`src/inc/irq_mirror_pkg.sv`:
```
`default_nettype none
// =====================================================
// Shared constants and carriers of the interrupt mirror
package irq_mirror_pkg;

	// =================================================
	// Die-to-die address windows (12-bit global space)
	localparam logic [11:0] BASE_BLOCKING = 12'h200;
	localparam logic [11:0] BASE_NONBLOCKING = 12'h300;
	// Window is selected by the upper four address bits
	localparam int WINDOW_MSB = 11;
	localparam int WINDOW_LSB = 8;

	// =================================================
	// Register offsets within the window
	localparam logic [7:0] OFS_MIRROR = 8'h00;
	localparam logic [7:0] OFS_MIRROR_HI = 8'h01;
	localparam logic [7:0] OFS_VECTOR = 8'h02;

	// =================================================
	// Field positions and widths
	localparam int MIRROR_W = 16;
	localparam int VECTOR_W = 8;
	localparam int CODE_W = 6;
	localparam int VSI_BIT = 0;
	localparam int SRC_W = 13;
	localparam int VOLT_W = 5;
	localparam int PRI_W = 18;
	// Voltage flag positions, same order as voltage_status_reg
	localparam int LB_BIT = 0;
	localparam int LV_BIT = 1;
	localparam int HV_BIT = 2;
	localparam int HOT_BIT = 3;
	localparam int ROV_BIT = 4;

	// =================================================
	// Reset values
	localparam logic [15:0] MIRROR_RST = 16'h0000;
	localparam logic [7:0] VECTOR_RST = 8'h00;
	localparam logic [4:0] VOLT_RST = 5'h00;
	// Edge memory starts set: a condition at release is no edge
	localparam logic [4:0] VPREV_RST = 5'h1f;
	localparam logic [15:0] RDATA_RST = 16'h0000;

	// =================================================
	// Vector codes that the checks pin down
	localparam logic [5:0] VEC_NONE = 6'h00;
	localparam logic [5:0] VEC_LOW_VOLT = 6'h02;
	localparam logic [5:0] VEC_REG_HOT = 6'h04;
	localparam logic [5:0] VEC_LOW_BATT = 6'h06;
	localparam logic [5:0] VEC_TMR_CH0 = 6'h08;
	localparam logic [5:0] VEC_TMR_OVF = 6'h10;
	localparam logic [5:0] VEC_SER_ERR = 6'h12;
	localparam logic [5:0] VEC_CONV_DONE = 6'h18;
	localparam logic [5:0] VEC_LIN_HOT = 6'h1a;
	localparam logic [5:0] VEC_HALL_HOT = 6'h20;
	localparam logic [5:0] VEC_HIGH_VOLT = 6'h22;
	localparam logic [5:0] VEC_REG_OVERV = 6'h24;

	// =================================================
	// Requests from the source modules, MSB first
	typedef struct packed {
		logic hall_supply_hot_req;
		logic low_side_hot_req;
		logic high_side_hot_req;
		logic lin_driver_hot_req;
		logic converter_sequence_done_req;
		logic serial_rx_req;
		logic serial_tx_req;
		logic serial_err_req;
		logic timer_overflow_req;
		logic timer_chan_three_req;
		logic timer_chan_two_req;
		logic timer_chan_one_req;
		logic timer_chan_zero_req;
	} src_req_t;

	// Raw voltage conditions, MSB first
	typedef struct packed {
		logic regulator_overvoltage_req;
		logic regulator_hot_req;
		logic high_voltage_req;
		logic low_voltage_req;
		logic low_battery_req;
	} volt_cond_t;

	// Register read answer
	typedef struct packed {
		logic valid;
		logic [15:0] data;
	} rd_resp_t;

	// Whole state of the top module
	typedef struct packed {
		logic [15:0] mirror;
		logic [7:0] vector;
		logic [4:0] vflag;
		logic [4:0] vprev;
		logic irq;
		rd_resp_t rd;
	} state_t;

endpackage
`default_nettype wire

```
`src/hw/first_pending_code.sv`:
```
`timescale 1ns/1ps
`default_nettype none
// =====================================================
// Priority encoder: bit 0 of the request vector ranks
// highest; the code is the rank number shifted by one
module first_pending_code (
	input wire logic [17:0] pri_req_in, // Requests, bit 0 first
	input wire logic wake_in, // Stop-mode wake-up pending
	output logic [5:0] code_out // Pre-shifted vector code
);
	import irq_mirror_pkg::*;

	// =================================================
	// Scan from lowest rank upward so the best one wins
	always_comb begin
		code_out = VEC_NONE;
		for (int i = PRI_W - 1; i >= 0; i--) begin
			if (pri_req_in[i]) begin
				// Even codes index a table of 2-byte entries
				code_out = 6'((i + 1) << 1);
			end
		end
		// Wake-up outranks all and shares the idle code
		if (wake_in) begin
			code_out = VEC_NONE;
		end
	end

endmodule
`default_nettype wire

```
`src/hw/irq_source_mirror_vector.sv`:
```
`timescale 1ns/1ps
`default_nettype none
// Operation
// - Any voltage flag sets combined voltage bit
// - Mirror shows every pending source
// - Mirror read acknowledges nothing
// - Fixed mirror layout, bits 15:14 zero
// - Vector gives highest-priority pending code
// - Code is source number shifted left
// - Vector read acknowledges nothing
// - Six-bit code, zero when idle
// - Stop wake-up ranks first, code zero
// - Low voltage, regulator hot, low battery
// - Timer channels then overflow follow
// - Serial error, transmit, receive, converter next
// - Four overtemperature sources follow
// - High voltage, then regulator overvoltage last
// - Decode at blocking and non-blocking bases
// - Interrupt high while pending, normal mode
// - Status request rearms after condition clears
module irq_source_mirror_vector (
	input wire logic clk_in, // 25 MHz clock
	input wire logic rst_in, // Sync reset, high
	input wire irq_mirror_pkg::src_req_t src_req_in, // Module requests
	input wire irq_mirror_pkg::volt_cond_t volt_cond_in, // Raw conditions
	input wire logic volt_ack_in, // Voltage status read pulse
	input wire logic wake_pending_in, // Stop wake-up pending
	input wire logic normal_mode_in, // Device in normal mode
	input wire logic rd_in, // Register read strobe
	input wire logic [11:0] rd_addr_in, // Global read address
	output logic [15:0] source_mirror_reg_out, // Mirror register
	output logic [7:0] vector_code_reg_out, // Vector register
	output logic die_link_irq_out, // Interrupt line
	output logic rd_valid_out, // Read answer valid
	output logic [15:0] rd_data_out // Read answer data
);
	import irq_mirror_pkg::*;

	// =================================================
	// State and its next value
	state_t st_q; // Registered state
	state_t st_d; // Next state
	logic [4:0] vcond; // Conditions as a flat vector
	logic [4:0] vrise; // New condition edges
	logic [17:0] pri_req; // Requests in rank order
	logic [5:0] code; // Encoder result
	logic [15:0] mirror_now; // Mirror from current flags
	logic [7:0] rd_ofs; // Offset inside window
	logic rd_hit; // Read falls in a window

	// =================================================
	// Address window match, used for both bases
	function automatic logic in_window(
		input logic [11:0] addr,
		input logic [11:0] base
	);
		in_window = addr[WINDOW_MSB:WINDOW_LSB] ==
			base[WINDOW_MSB:WINDOW_LSB];
	endfunction

	// =================================================
	// Priority encoder
	first_pending_code u_enc (
		.pri_req_in(pri_req),
		.wake_in(wake_pending_in),
		.code_out(code)
	);

	// =================================================
	// Next-state logic
	always_comb begin
		st_d = st_q;
		vcond = volt_cond_in;
		// Edge only when condition was absent last cycle
		vrise = vcond & ~st_q.vprev;
		st_d.vprev = vcond;
		// Ack clears, but a fresh edge in the same cycle wins
		if (volt_ack_in) begin
			st_d.vflag = VOLT_RST;
		end
		st_d.vflag = st_d.vflag | vrise;
		// Combined voltage bit is the OR of five flags
		mirror_now = MIRROR_RST;
		mirror_now[VSI_BIT] = |st_q.vflag;
		// Module requests shown as they stand, top bits zero
		mirror_now[SRC_W:1] = src_req_in;
		st_d.mirror = mirror_now;
		// Voltage flags are ranked one by one
		// Eighteen ranks: three voltage flags lead, thirteen
		// module requests follow, two voltage flags close
		pri_req = {st_q.vflag[ROV_BIT],
			st_q.vflag[HV_BIT],
			src_req_in,
			st_q.vflag[LB_BIT],
			st_q.vflag[HOT_BIT],
			st_q.vflag[LV_BIT]};
		// Code sits in bits 5:0, upper bits read zero
		st_d.vector = {2'b00, code};
		// Line only in normal mode, any mirror bit raises it
		st_d.irq = normal_mode_in && (|mirror_now);
		// Read answer; a read never touches the flags
		rd_hit = in_window(rd_addr_in, BASE_BLOCKING) ||
			in_window(rd_addr_in, BASE_NONBLOCKING);
		rd_ofs = rd_addr_in[7:0];
		st_d.rd.valid = rd_in;
		st_d.rd.data = RDATA_RST;
		if (rd_in && rd_hit) begin
			// Plain decode; reads have no side effects
			if (rd_ofs == OFS_MIRROR) begin
				st_d.rd.data = st_q.mirror;
			end else if (rd_ofs == OFS_MIRROR_HI) begin
				// Byte access to the upper half
				st_d.rd.data = {8'h00, st_q.mirror[15:8]};
			end else if (rd_ofs == OFS_VECTOR) begin
				st_d.rd.data = {8'h00, st_q.vector};
			end else begin
				// Unmapped offsets read zero
				st_d.rd.data = RDATA_RST;
			end
		end
	end

	// =================================================
	// State register
	always_ff @(posedge clk_in) begin
		if (rst_in) begin
			st_q.mirror <= MIRROR_RST;
			st_q.vector <= VECTOR_RST;
			st_q.vflag <= VOLT_RST;
			// Condition present at release is not an edge:
			// the flag waits for it to clear and return
			st_q.vprev <= VPREV_RST;
			st_q.irq <= 1'b0;
			st_q.rd.valid <= 1'b0;
			st_q.rd.data <= RDATA_RST;
		end else begin
			st_q <= st_d;
		end
	end

	// =================================================
	// Outputs straight from the state register
	// Costs a cycle of latency, but no output can glitch
	// while the requests settle
	assign source_mirror_reg_out = st_q.mirror;
	assign vector_code_reg_out = st_q.vector;
	assign die_link_irq_out = st_q.irq;
	assign rd_valid_out = st_q.rd.valid;
	assign rd_data_out = st_q.rd.data;
endmodule
`default_nettype wire

```
`config.mk`:
```
export PLATFORM = sky130hd
export DESIGN_NAME = irq_source_mirror_vector
export DESIGN_NICKNAME = d
export VERILOG_FILES = /design/src/inc/irq_mirror_pkg.sv /design/src/hw/first_pending_code.sv /design/src/hw/irq_source_mirror_vector.sv
export SDC_FILE = /design/constraint.sdc
export NUM_CORES = 1
export LEC_CHECK = 0
export BUFFER_PORTS_ARGS = -buffer_cell sky130_fd_sc_hd__buf_2
export CORE_MARGIN = 1
export CORE_UTILIZATION = 47
export DETAILED_ROUTE_END_ITERATION = 6
export GPL_TIMING_DRIVEN = 0
export PLACE_DENSITY = 0.78
export SKIP_LAST_GASP = 1
export SLEW_MARGIN = 30
export SYNTH_ARGS = -nofsm -noshare
export SYNTH_HDL_FRONTEND = slang
export SYNTH_SLANG_ARGS = --single-unit
export TNS_END_PERCENT = 10
```
`constraint.sdc`:
```
create_clock -name clk_in -period 1.5 [get_ports clk_in]
set_input_delay 0.15 -clock clk_in [delete_from_list [all_inputs] [get_ports clk_in]]
set_output_delay 0.15 -clock clk_in [all_outputs]
set_load 0.03 [all_outputs]
```
Yosys cells after proc, flatten, opt, wreduce, memory -nomap -nowiden:

Cells that the tools add are included.
W data, S select, Z words.

* bits in read-only memories: 0
* bits in writable memories: 0
* input bits: 36
* memories: 0
* bits in latches: 0
* flip-flop bits (word level): 52

* reductions and logical operators: 13
* div/mod/pow operators: 0
* bitwise gates (word level): 4
* shifts and indexed selects: 0
* magnitude comparators: 0
* add/sub/neg operators: 0
* muxes and demuxes: 22
* equality and inequality tests: 4
* multiply operators: 0

Operators by type and width (count)
* $mux W6: 18
* $reduce_or A19 Y1: 1
* $reduce_or A18 Y1: 1
* $reduce_or A17 Y1: 1
* $mux W16: 1
* $mux W8: 2
* $reduce_or A5 Y1: 2
* $reduce_or A9 Y1: 1
* $eq A4 B2 Y1 const B: 2
* $eq A8 B1 Y1 const B: 1
* $eq A8 B2 Y1 const B: 1
* $logic_not A8 Y1: 1
* $and A5 B5 Y5: 1
* $mux W5: 1
* $not A5 Y5: 1
* $or A5 B5 Y5: 1
* $reduce_or A2 Y1: 2
* $reduce_or A3 Y1: 1
* $logic_and A1 B1 Y1: 2
* $logic_or A1 B1 Y1: 1
* $not A1 Y1: 1

Longest topological paths before layout:

Gate-level depths: netlist (run 1).

* depth in word-level cells: 18
* gate-level depth with buffers: 5
* depth with buffers taken out: 4

Modules after synthesis:

Synthesis (run 1) repeated with hierarchy kept, for this count alone.

* cell total of the unflattened synthesis: 216
* area, all modules: 2052.0 um2

Modules (own cells, without submodules)
* irq_source_mirror_vector: cells an instance 180, area an instance 1840.5 um2, seq. area each 920.9 um2, instances 1
* first_pending_code: cells an instance 36, area an instance 211.5 um2, seq. area each 0.0 um2, instances 1

Worst setup path before layout (run 1):

No wires, ideal clock.

* path kind: reg2reg
* start: register st_q, in the netlist pri_req[2]
* end: register st_q, in the netlist die_link_irq_out
* data required time: 1.370 ns
* path buffers: 0
* arrival time: 1.046 ns
* slack: 0.324 ns
* cell stages (with the launch flop): 5
* cell sequence: dfxtp_1 -> nor2_1 -> nor4b_1 -> and4b_1 -> nor3b_1

* cells in the longest elaborated chain, start to end: 2

RTL lines
* start: declaration: line irq_source_mirror_vector.sv:41 `state_t st_q;`
* start signal: assignment: line irq_source_mirror_vector.sv:137 `st_q <= st_d;`
* $reduce_or A18 Y1: line irq_source_mirror_vector.sv:100 `st_d.irq = normal_mode_in && (|mirror_now);`
* $logic_and A1 B1 Y1: line irq_source_mirror_vector.sv:100

No other way between the ends.
A chain may end at the register's enable or synchronous reset.

Final worst setup path (run 1):

* start: register st_q, in the netlist pri_req[16]
* end: register st_q, in the netlist vector_code_reg_out[1]

* cells in the longest elaborated chain, start to end: 17

RTL lines
* $mux W6 (17 in series): line first_pending_code.sv:18 `if (pri_req_in[i]) begin`

No other way between the ends.

==> impl_metrics.csv, run 1 <==
group,metric,value,unit
placed_design,hpwlAfterDp,2.71,mm
drt,met2_length,1.62,mm
finish,drive_gt1_share,44.8,%
yosys,synthAdderAreaFrac,0,%
critical_path,r2r_end,"vector_code_reg_out[1]",
drt,met1_length,1.48,mm
global_route,grt_pass1_vias,1252,
sta,setup_viol,0,
job,cap_violations,0,
sta,tns,0,ns
cts,cts_max_path_buffers,2,
global_route,grt_max_degree,15,
cts,worstSkewPairLatency,0.29,ns
finish,final_cells,329,
yosys,synthMuxAreaShare,3.16,%
sta,relSlewSlack,67.4,%
hold_path,whs_endpoint,"st_q[19]",
yosys,synth_seq_cells,45,
drt,met3_length,213,um
hold_path,min-delay-start,"volt_cond_in[1]",
floorplan,fp-row-count,22,
drt,top_layer_used,"met4",
yosys,synth-compound-area-share,7.18,%
power_and_ir_drop,ir_drop,673,uV
drt,routed_wl,3.40,mm
cts,cts_root_buf,"clkbuf_8",
floorplan,initial_core_util,50.4,%
critical_path,worst_r2r_path_depth,4,
global_route,grt.total_usage,17.3,%
drt,viasPerCell,4.39,
critical_path,worstPathArrival,1.58,ns
sta,worst_pin_slew,0.476,ns
sta,holdWs,0.0543,ns
placed_design,gp_congestion,0.898,
finish,register_area,901,sq um
yosys,synth_top_family_by_area,"simple AND/OR/NAND/NOR gates",
placed_design,port_buffers,66,
outcome,run_status,"complete, no violations",
finish,n_antenna_cell,0,
global_route,antenna_found_initial,0,
yosys,synth-edff-count,0,
yosys,synth_top_area_cell,"dfxtp_1",
cts,hold_buffers,0,
finish,final_cell_mix,"buf_2, dfxtp_1, buf_4",
finish,fin_util,63.7,%
power_and_ir_drop,pwr_density_cell,959,nW/um^2
drt,dr.pass1.iters,4,
floorplan,coreArea,3770,sq um
yosys,ys_async_sr_fraction,0,%
yosys,netlist.area_leader.share,47.4,%
finish,fillerInstances,323,
yosys,yosys_warnings,0,
sta,layout_min_cycle_time,1.44,ns
yosys,synthesis.area,1900,sq um
global_route,grt_pass1_wl,5.48,mm
critical_path,cp-start-kind,"flop",
yosys,ys_seq_area_share,47.4,%
critical_path,crit_fanout,5,
critical_path,critical_path_class,"reg -> reg",
drt,first_iter_violations,43,
critical_path,r2r-start,"pri_req[16]",
finish,final_common_cell,"buf_2",
yosys,synthSimpleGateAreaFrac,24.4,%
hold_path,hp-class,"in -> reg",
critical_path,critical_path_required,1.64,ns
drt,wl_per_cell,10.3,um
cts,cts.sinks,45,
sta,min_period_over_period,96.0,%
finish,synthToLayoutAreaGrowth,26.3,%
hold_path,hold_path_depth,2,
sta,slew_viol_final,0,
power_and_ir_drop,power_leakage,0.00120,uW
floorplan,num_io_pins,78,
cts,cts-resized-gates,0,
cts,clkTransAtPathRegs,0.08,ns
critical_path,rrSetupSlack,0.06,ns
drt,drcViolationCount,0,
floorplan,dieArea,4300,sq um
placed_design,placed_cell_area,2310,sq um
sta,hold_viol_final,0,
yosys,yosysUniqueCellTypes,33,
cts,tritoncts,"built",
drt,vias,1445,
drt,antenna_left,0,
cts,numCtsBuffers,5,
sta,rsz0062_at_grt,"false",
yosys,ys.flop_type,"dfxtp_1",
cts,cts_setup_buffers,0,
finish,fin_nets,316,
yosys,synthesis.area_per_instance,9.46,sq um
yosys,synthCells,201,
yosys,synth_xor_area_share,0,%
floorplan,dieHeight,65.6,um
finish,multiInputGateArea,686,sq um
sta,fin_skew,0.00382,ns
placed_design,placedCellCount,321,
sta,max_freq,0.694,GHz
floorplan,die_width,65.6,um
finish,stdcell_area,2400,sq um
cts,htreeDepth,2,
critical_path,critPathCaptureType,"flop",
yosys,synthTopCellsByArea,"dfxtp_1, buf_4, nor2b_1",
global_route,grt_overflow,0,
layout make-up:
class                           instances  share of cell area, %
Sequential cell                        45                   37.5
Inverter                                4                  0.625
Tap cell                               48                   2.50
Buffer                                 45                   13.4
Timing Repair Buffer                   66                   13.8
Clock buffer                            6                   3.02
Clock inverter                          2                  0.625
Multi-Input combinational cell        113                   28.6
worst max path at each step:
stage | from | endpoint | slack (ns) | cells past startpoint
final | pri_req[16] | vector_code_reg_out[1] | 0.06 | 4
after global routing | pri_req[2] | die_link_irq_out | 0.004 | 4
after CTS | pri_req[16] | vector_code_reg_out[1] | 0.04 | 4
after detailed placement | pri_req[16] | vector_code_reg_out[1] | 0.07 | 4
after global placement | pri_req[2] | die_link_irq_out | 0.14 | 4
after floorplan | pri_req[2] | die_link_irq_out | 0.32 | 4
cell usage after synthesis (all sizes together) (3+ instances only):
master,instances
mux2i,6
a21oi,13
or2,5
inv,4
nor3,6
nor2b,16
dfxtp,45
clkbuf,3
o21ai,3
nand2,3
nor2,21
and2,8
buf,42
nand2b,8
worst max-delay path, stage by stage (launching register included):
cell	delay, ns
dfxtp_1	0.39
nor2b_1	0.18
o21ai_0	0.09
o2111a_1	0.15
a2111oi_0	0.48
report_power, final:
group	total [uW]	leakage (uW)	internal (uW)	switching (uW)
Combinational	325	0.000789	142	184
Sequential	1260	0.000369	1230	22.3
Clock	721	0.0000374	328	394
flip-flops by register name (all words and copies together), names as in the netlist:
signal                 cells
rd_data_out               14
source_mirror_reg_out     14
pri_req                    5
st_q                       5
vector_code_reg_out        5
die_link_irq_out           1
rd_valid_out               1
metrics by stage:
| step | total power [uW] | setup slack (ns) |
|---|---|---|
| finish | 2300 | 0.0593 |
| global route | 2430 | 0.00409 |
| CTS | 2330 | 0.0446 |
| detailed placement | 1610 | 0.0716 |
| global placement | 1610 | 0.142 |
| floorplan | 1510 | 0.324 |
metal layers:
| metal | track usage (%) | vias to the layer above |
|---|---|---|
| met3 | 5.73 | 10 |
| li1 | - | 768 |
| met4 | 8.15 | 0 |
| met1 | 20.2 | 609 |
| met5 | 0 | - |
| met2 | 28.4 | 58 |
cells by family (layout without fill, tap and decap cells):
family          count (synthesis)  after routing
simple gates                   77             77
buf+inv                        49            123
flops                          45             45
compound gates                 23             23
mux                             6              6
other cells                     1              7
No activity file was read; power rests on OpenSTA's default activity.
==> run 2, diff against run 1 <==
--- a/config.mk
+++ b/config.mk
@@ -11,6 +11,7 @@
 export DETAILED_ROUTE_END_ITERATION = 6
 export GPL_TIMING_DRIVEN = 0
 export PLACE_DENSITY = 0.78
+export REMOVE_ABC_BUFFERS = 1
 export SKIP_LAST_GASP = 1
 export SLEW_MARGIN = 30
 export SYNTH_ARGS = -nofsm -noshare
==> run 2 against run 1 <==
Compared with the run above:
- design area is 12% lower
- critical endpoint is now die_link_irq_out
- critical path type unchanged
- sequential power about the same
- worst hold slack got worse by 0.016 ns
- via count down 6.4%
- sequential share of layout area is 5.3 points higher
- clock skew up 0.0048 ns
- worst setup slack better by 0.17 ns
==> impl_metrics.csv, run 2 (same netlist as run 1, synthesis figures left out) <==
group,metric,value,unit
drt,wl_per_cell,11.7,um
critical_path,path_cells,"nor2_1 -> nor4b_2 -> and4b_1 -> nor3b_1",
cts,hold_buffers,0,
cts,htreeDepth,2,
power_and_ir_drop,ir_drop,707,uV
drt,routed_wl,3.35,mm
finish,n_antenna_cell,0,
global_route,grt_pass1_vias,1296,
critical_path,critPathCaptureType,"flop",
finish,fillerInstances,356,
global_route,antenna_found_initial,0,
floorplan,dieArea,4300,sq um
finish,final_common_cell,"buf_2",
finish,multiInputGateArea,692,sq um
sta,tns,0,ns
finish,fin_util,55.8,%
floorplan,coreArea,3770,sq um
critical_path,critPathMaxStageDelay,0.33,ns
critical_path,crit_fanout,5,
sta,min_period_over_period,84.9,%
drt,vias,1353,
critical_path,crit_family,"simple AND/OR/NAND/NOR gates",
sta,rsz0062_at_grt,"false",
floorplan,dieHeight,65.6,um
cts,worstSkewPairLatency,0.30,ns
global_route,grt.total_usage,16.8,%
sta,relSlewSlack,65.7,%
cts,tritoncts,"built",
power_and_ir_drop,pwr_density_cell,1080,nW/um^2
finish,final_cells,287,
finish,drive_gt1_share,37.2,%
sta,max_freq,0.785,GHz
power_and_ir_drop,power_leakage,0.000992,uW
finish,synthToLayoutAreaGrowth,10.7,%
floorplan,initial_core_util,50.4,%
cts,cts_setup_buffers,0,
placed_design,placedCellCount,279,
critical_path,crit_cells,4,
finish,fin_nets,274,
cts,numCtsBuffers,5,
placed_design,gp_congestion,0.783,
sta,worst_pin_slew,0.510,ns
global_route,grt_overflow,0,
cts,cts_root_buf,"clkbuf_8",
outcome,run_status,"complete, no violations",
critical_path,slowest_stage,"dfxtp_1",
finish,register_area,901,sq um
finish,final_cell_mix,"buf_2, dfxtp_1, nor2_1",
drt,first_iter_violations,60,
hold_path,hp-class,"in -> reg",
critical_path,critical_path_required,1.67,ns
sta,setup_viol,0,
sta,holdWs,0.0381,ns
drt,viasPerCell,4.71,
critical_path,critical_path_class,"reg -> reg",
drt,antenna_left,0,
sta,hold_viol_final,0,
floorplan,fp-row-count,22,
sta,slew_viol_final,0,
placed_design,hpwlAfterDp,2.61,mm
critical_path,r2r-start,"pri_req[2]",
global_route,grt_pass1_wl,5.46,mm
hold_path,hold_path_depth,2,
critical_path,worstPathArrival,1.45,ns
cts,cts-resized-gates,0,
cts,cts.sinks,45,
critical_path,rrSetupSlack,0.23,ns
critical_path,cp-start-kind,"flop",
job,cap_violations,0,
critical_path,critPathBufInv,0,
critical_path,worstSetupEndpoint,"die_link_irq_out",
critical_path,r2r_end,"die_link_irq_out",
placed_design,port_buffers,69,
drt,dr.pass1.iters,4,
drt,drcViolationCount,0,
floorplan,die_width,65.6,um
sta,fin_skew,0.00859,ns
sta,layout_min_cycle_time,1.27,ns
cts,cts_max_path_buffers,2,
cts,clkTransAtPathRegs,0.08,ns
floorplan,num_io_pins,78,
critical_path,worst_r2r_path_depth,4,
global_route,grt_max_degree,29,
critical_path,critPathLaunch,"pri_req[2]",
==> run 2: power by group <==
group	total [uW]	switching [uW]	internal, uW
clock	747	416	330
sequential	1260	21.8	1230
combinational	278	176	102
total	2280	614	1670
==> run 2: area by class of cell <==
| cell class | count | share of cell area [%] |
|---|---|---|
| Clock buffer | 5 | 3.27 |
| Tap cell | 48 | 2.86 |
| Inverter | 4 | 0.714 |
| Multi-Input combinational cell | 113 | 32.9 |
| Timing Repair Buffer | 69 | 16.4 |
| Sequential cell | 45 | 42.8 |
| Clock inverter | 3 | 1.01 |
==> run 2: metrics by stage <==
step                setup WS, ns  cell area (sq um)  total power, uW
floorplan                  0.339               1600             1440
global placement          0.0934               2010             1560
detailed placement        0.0922               2010             1560
CTS                       0.0938               2100             2310
global route              0.0792               2100             2380
finish                     0.227               2100             2280
==> run 2: worst min-delay path by stage <==
stage | from | endpoint
final | wake_pending_in | vector_code_reg_out[1]
after global routing | wake_pending_in | vector_code_reg_out[1]
after CTS | wake_pending_in | vector_code_reg_out[1]
after detailed placement | wake_pending_in | vector_code_reg_out[1]
after global placement | wake_pending_in | vector_code_reg_out[1]
after floorplan | rst_in | source_mirror_reg_out[4]
==> run 2: per-layer routing <==
layer  share of wire (%)  GRT usage (%)
met1                  41           16.7
met5                   0              0
met3                 7.5           6.60
met4                 1.4           7.07
met2                  50           30.7
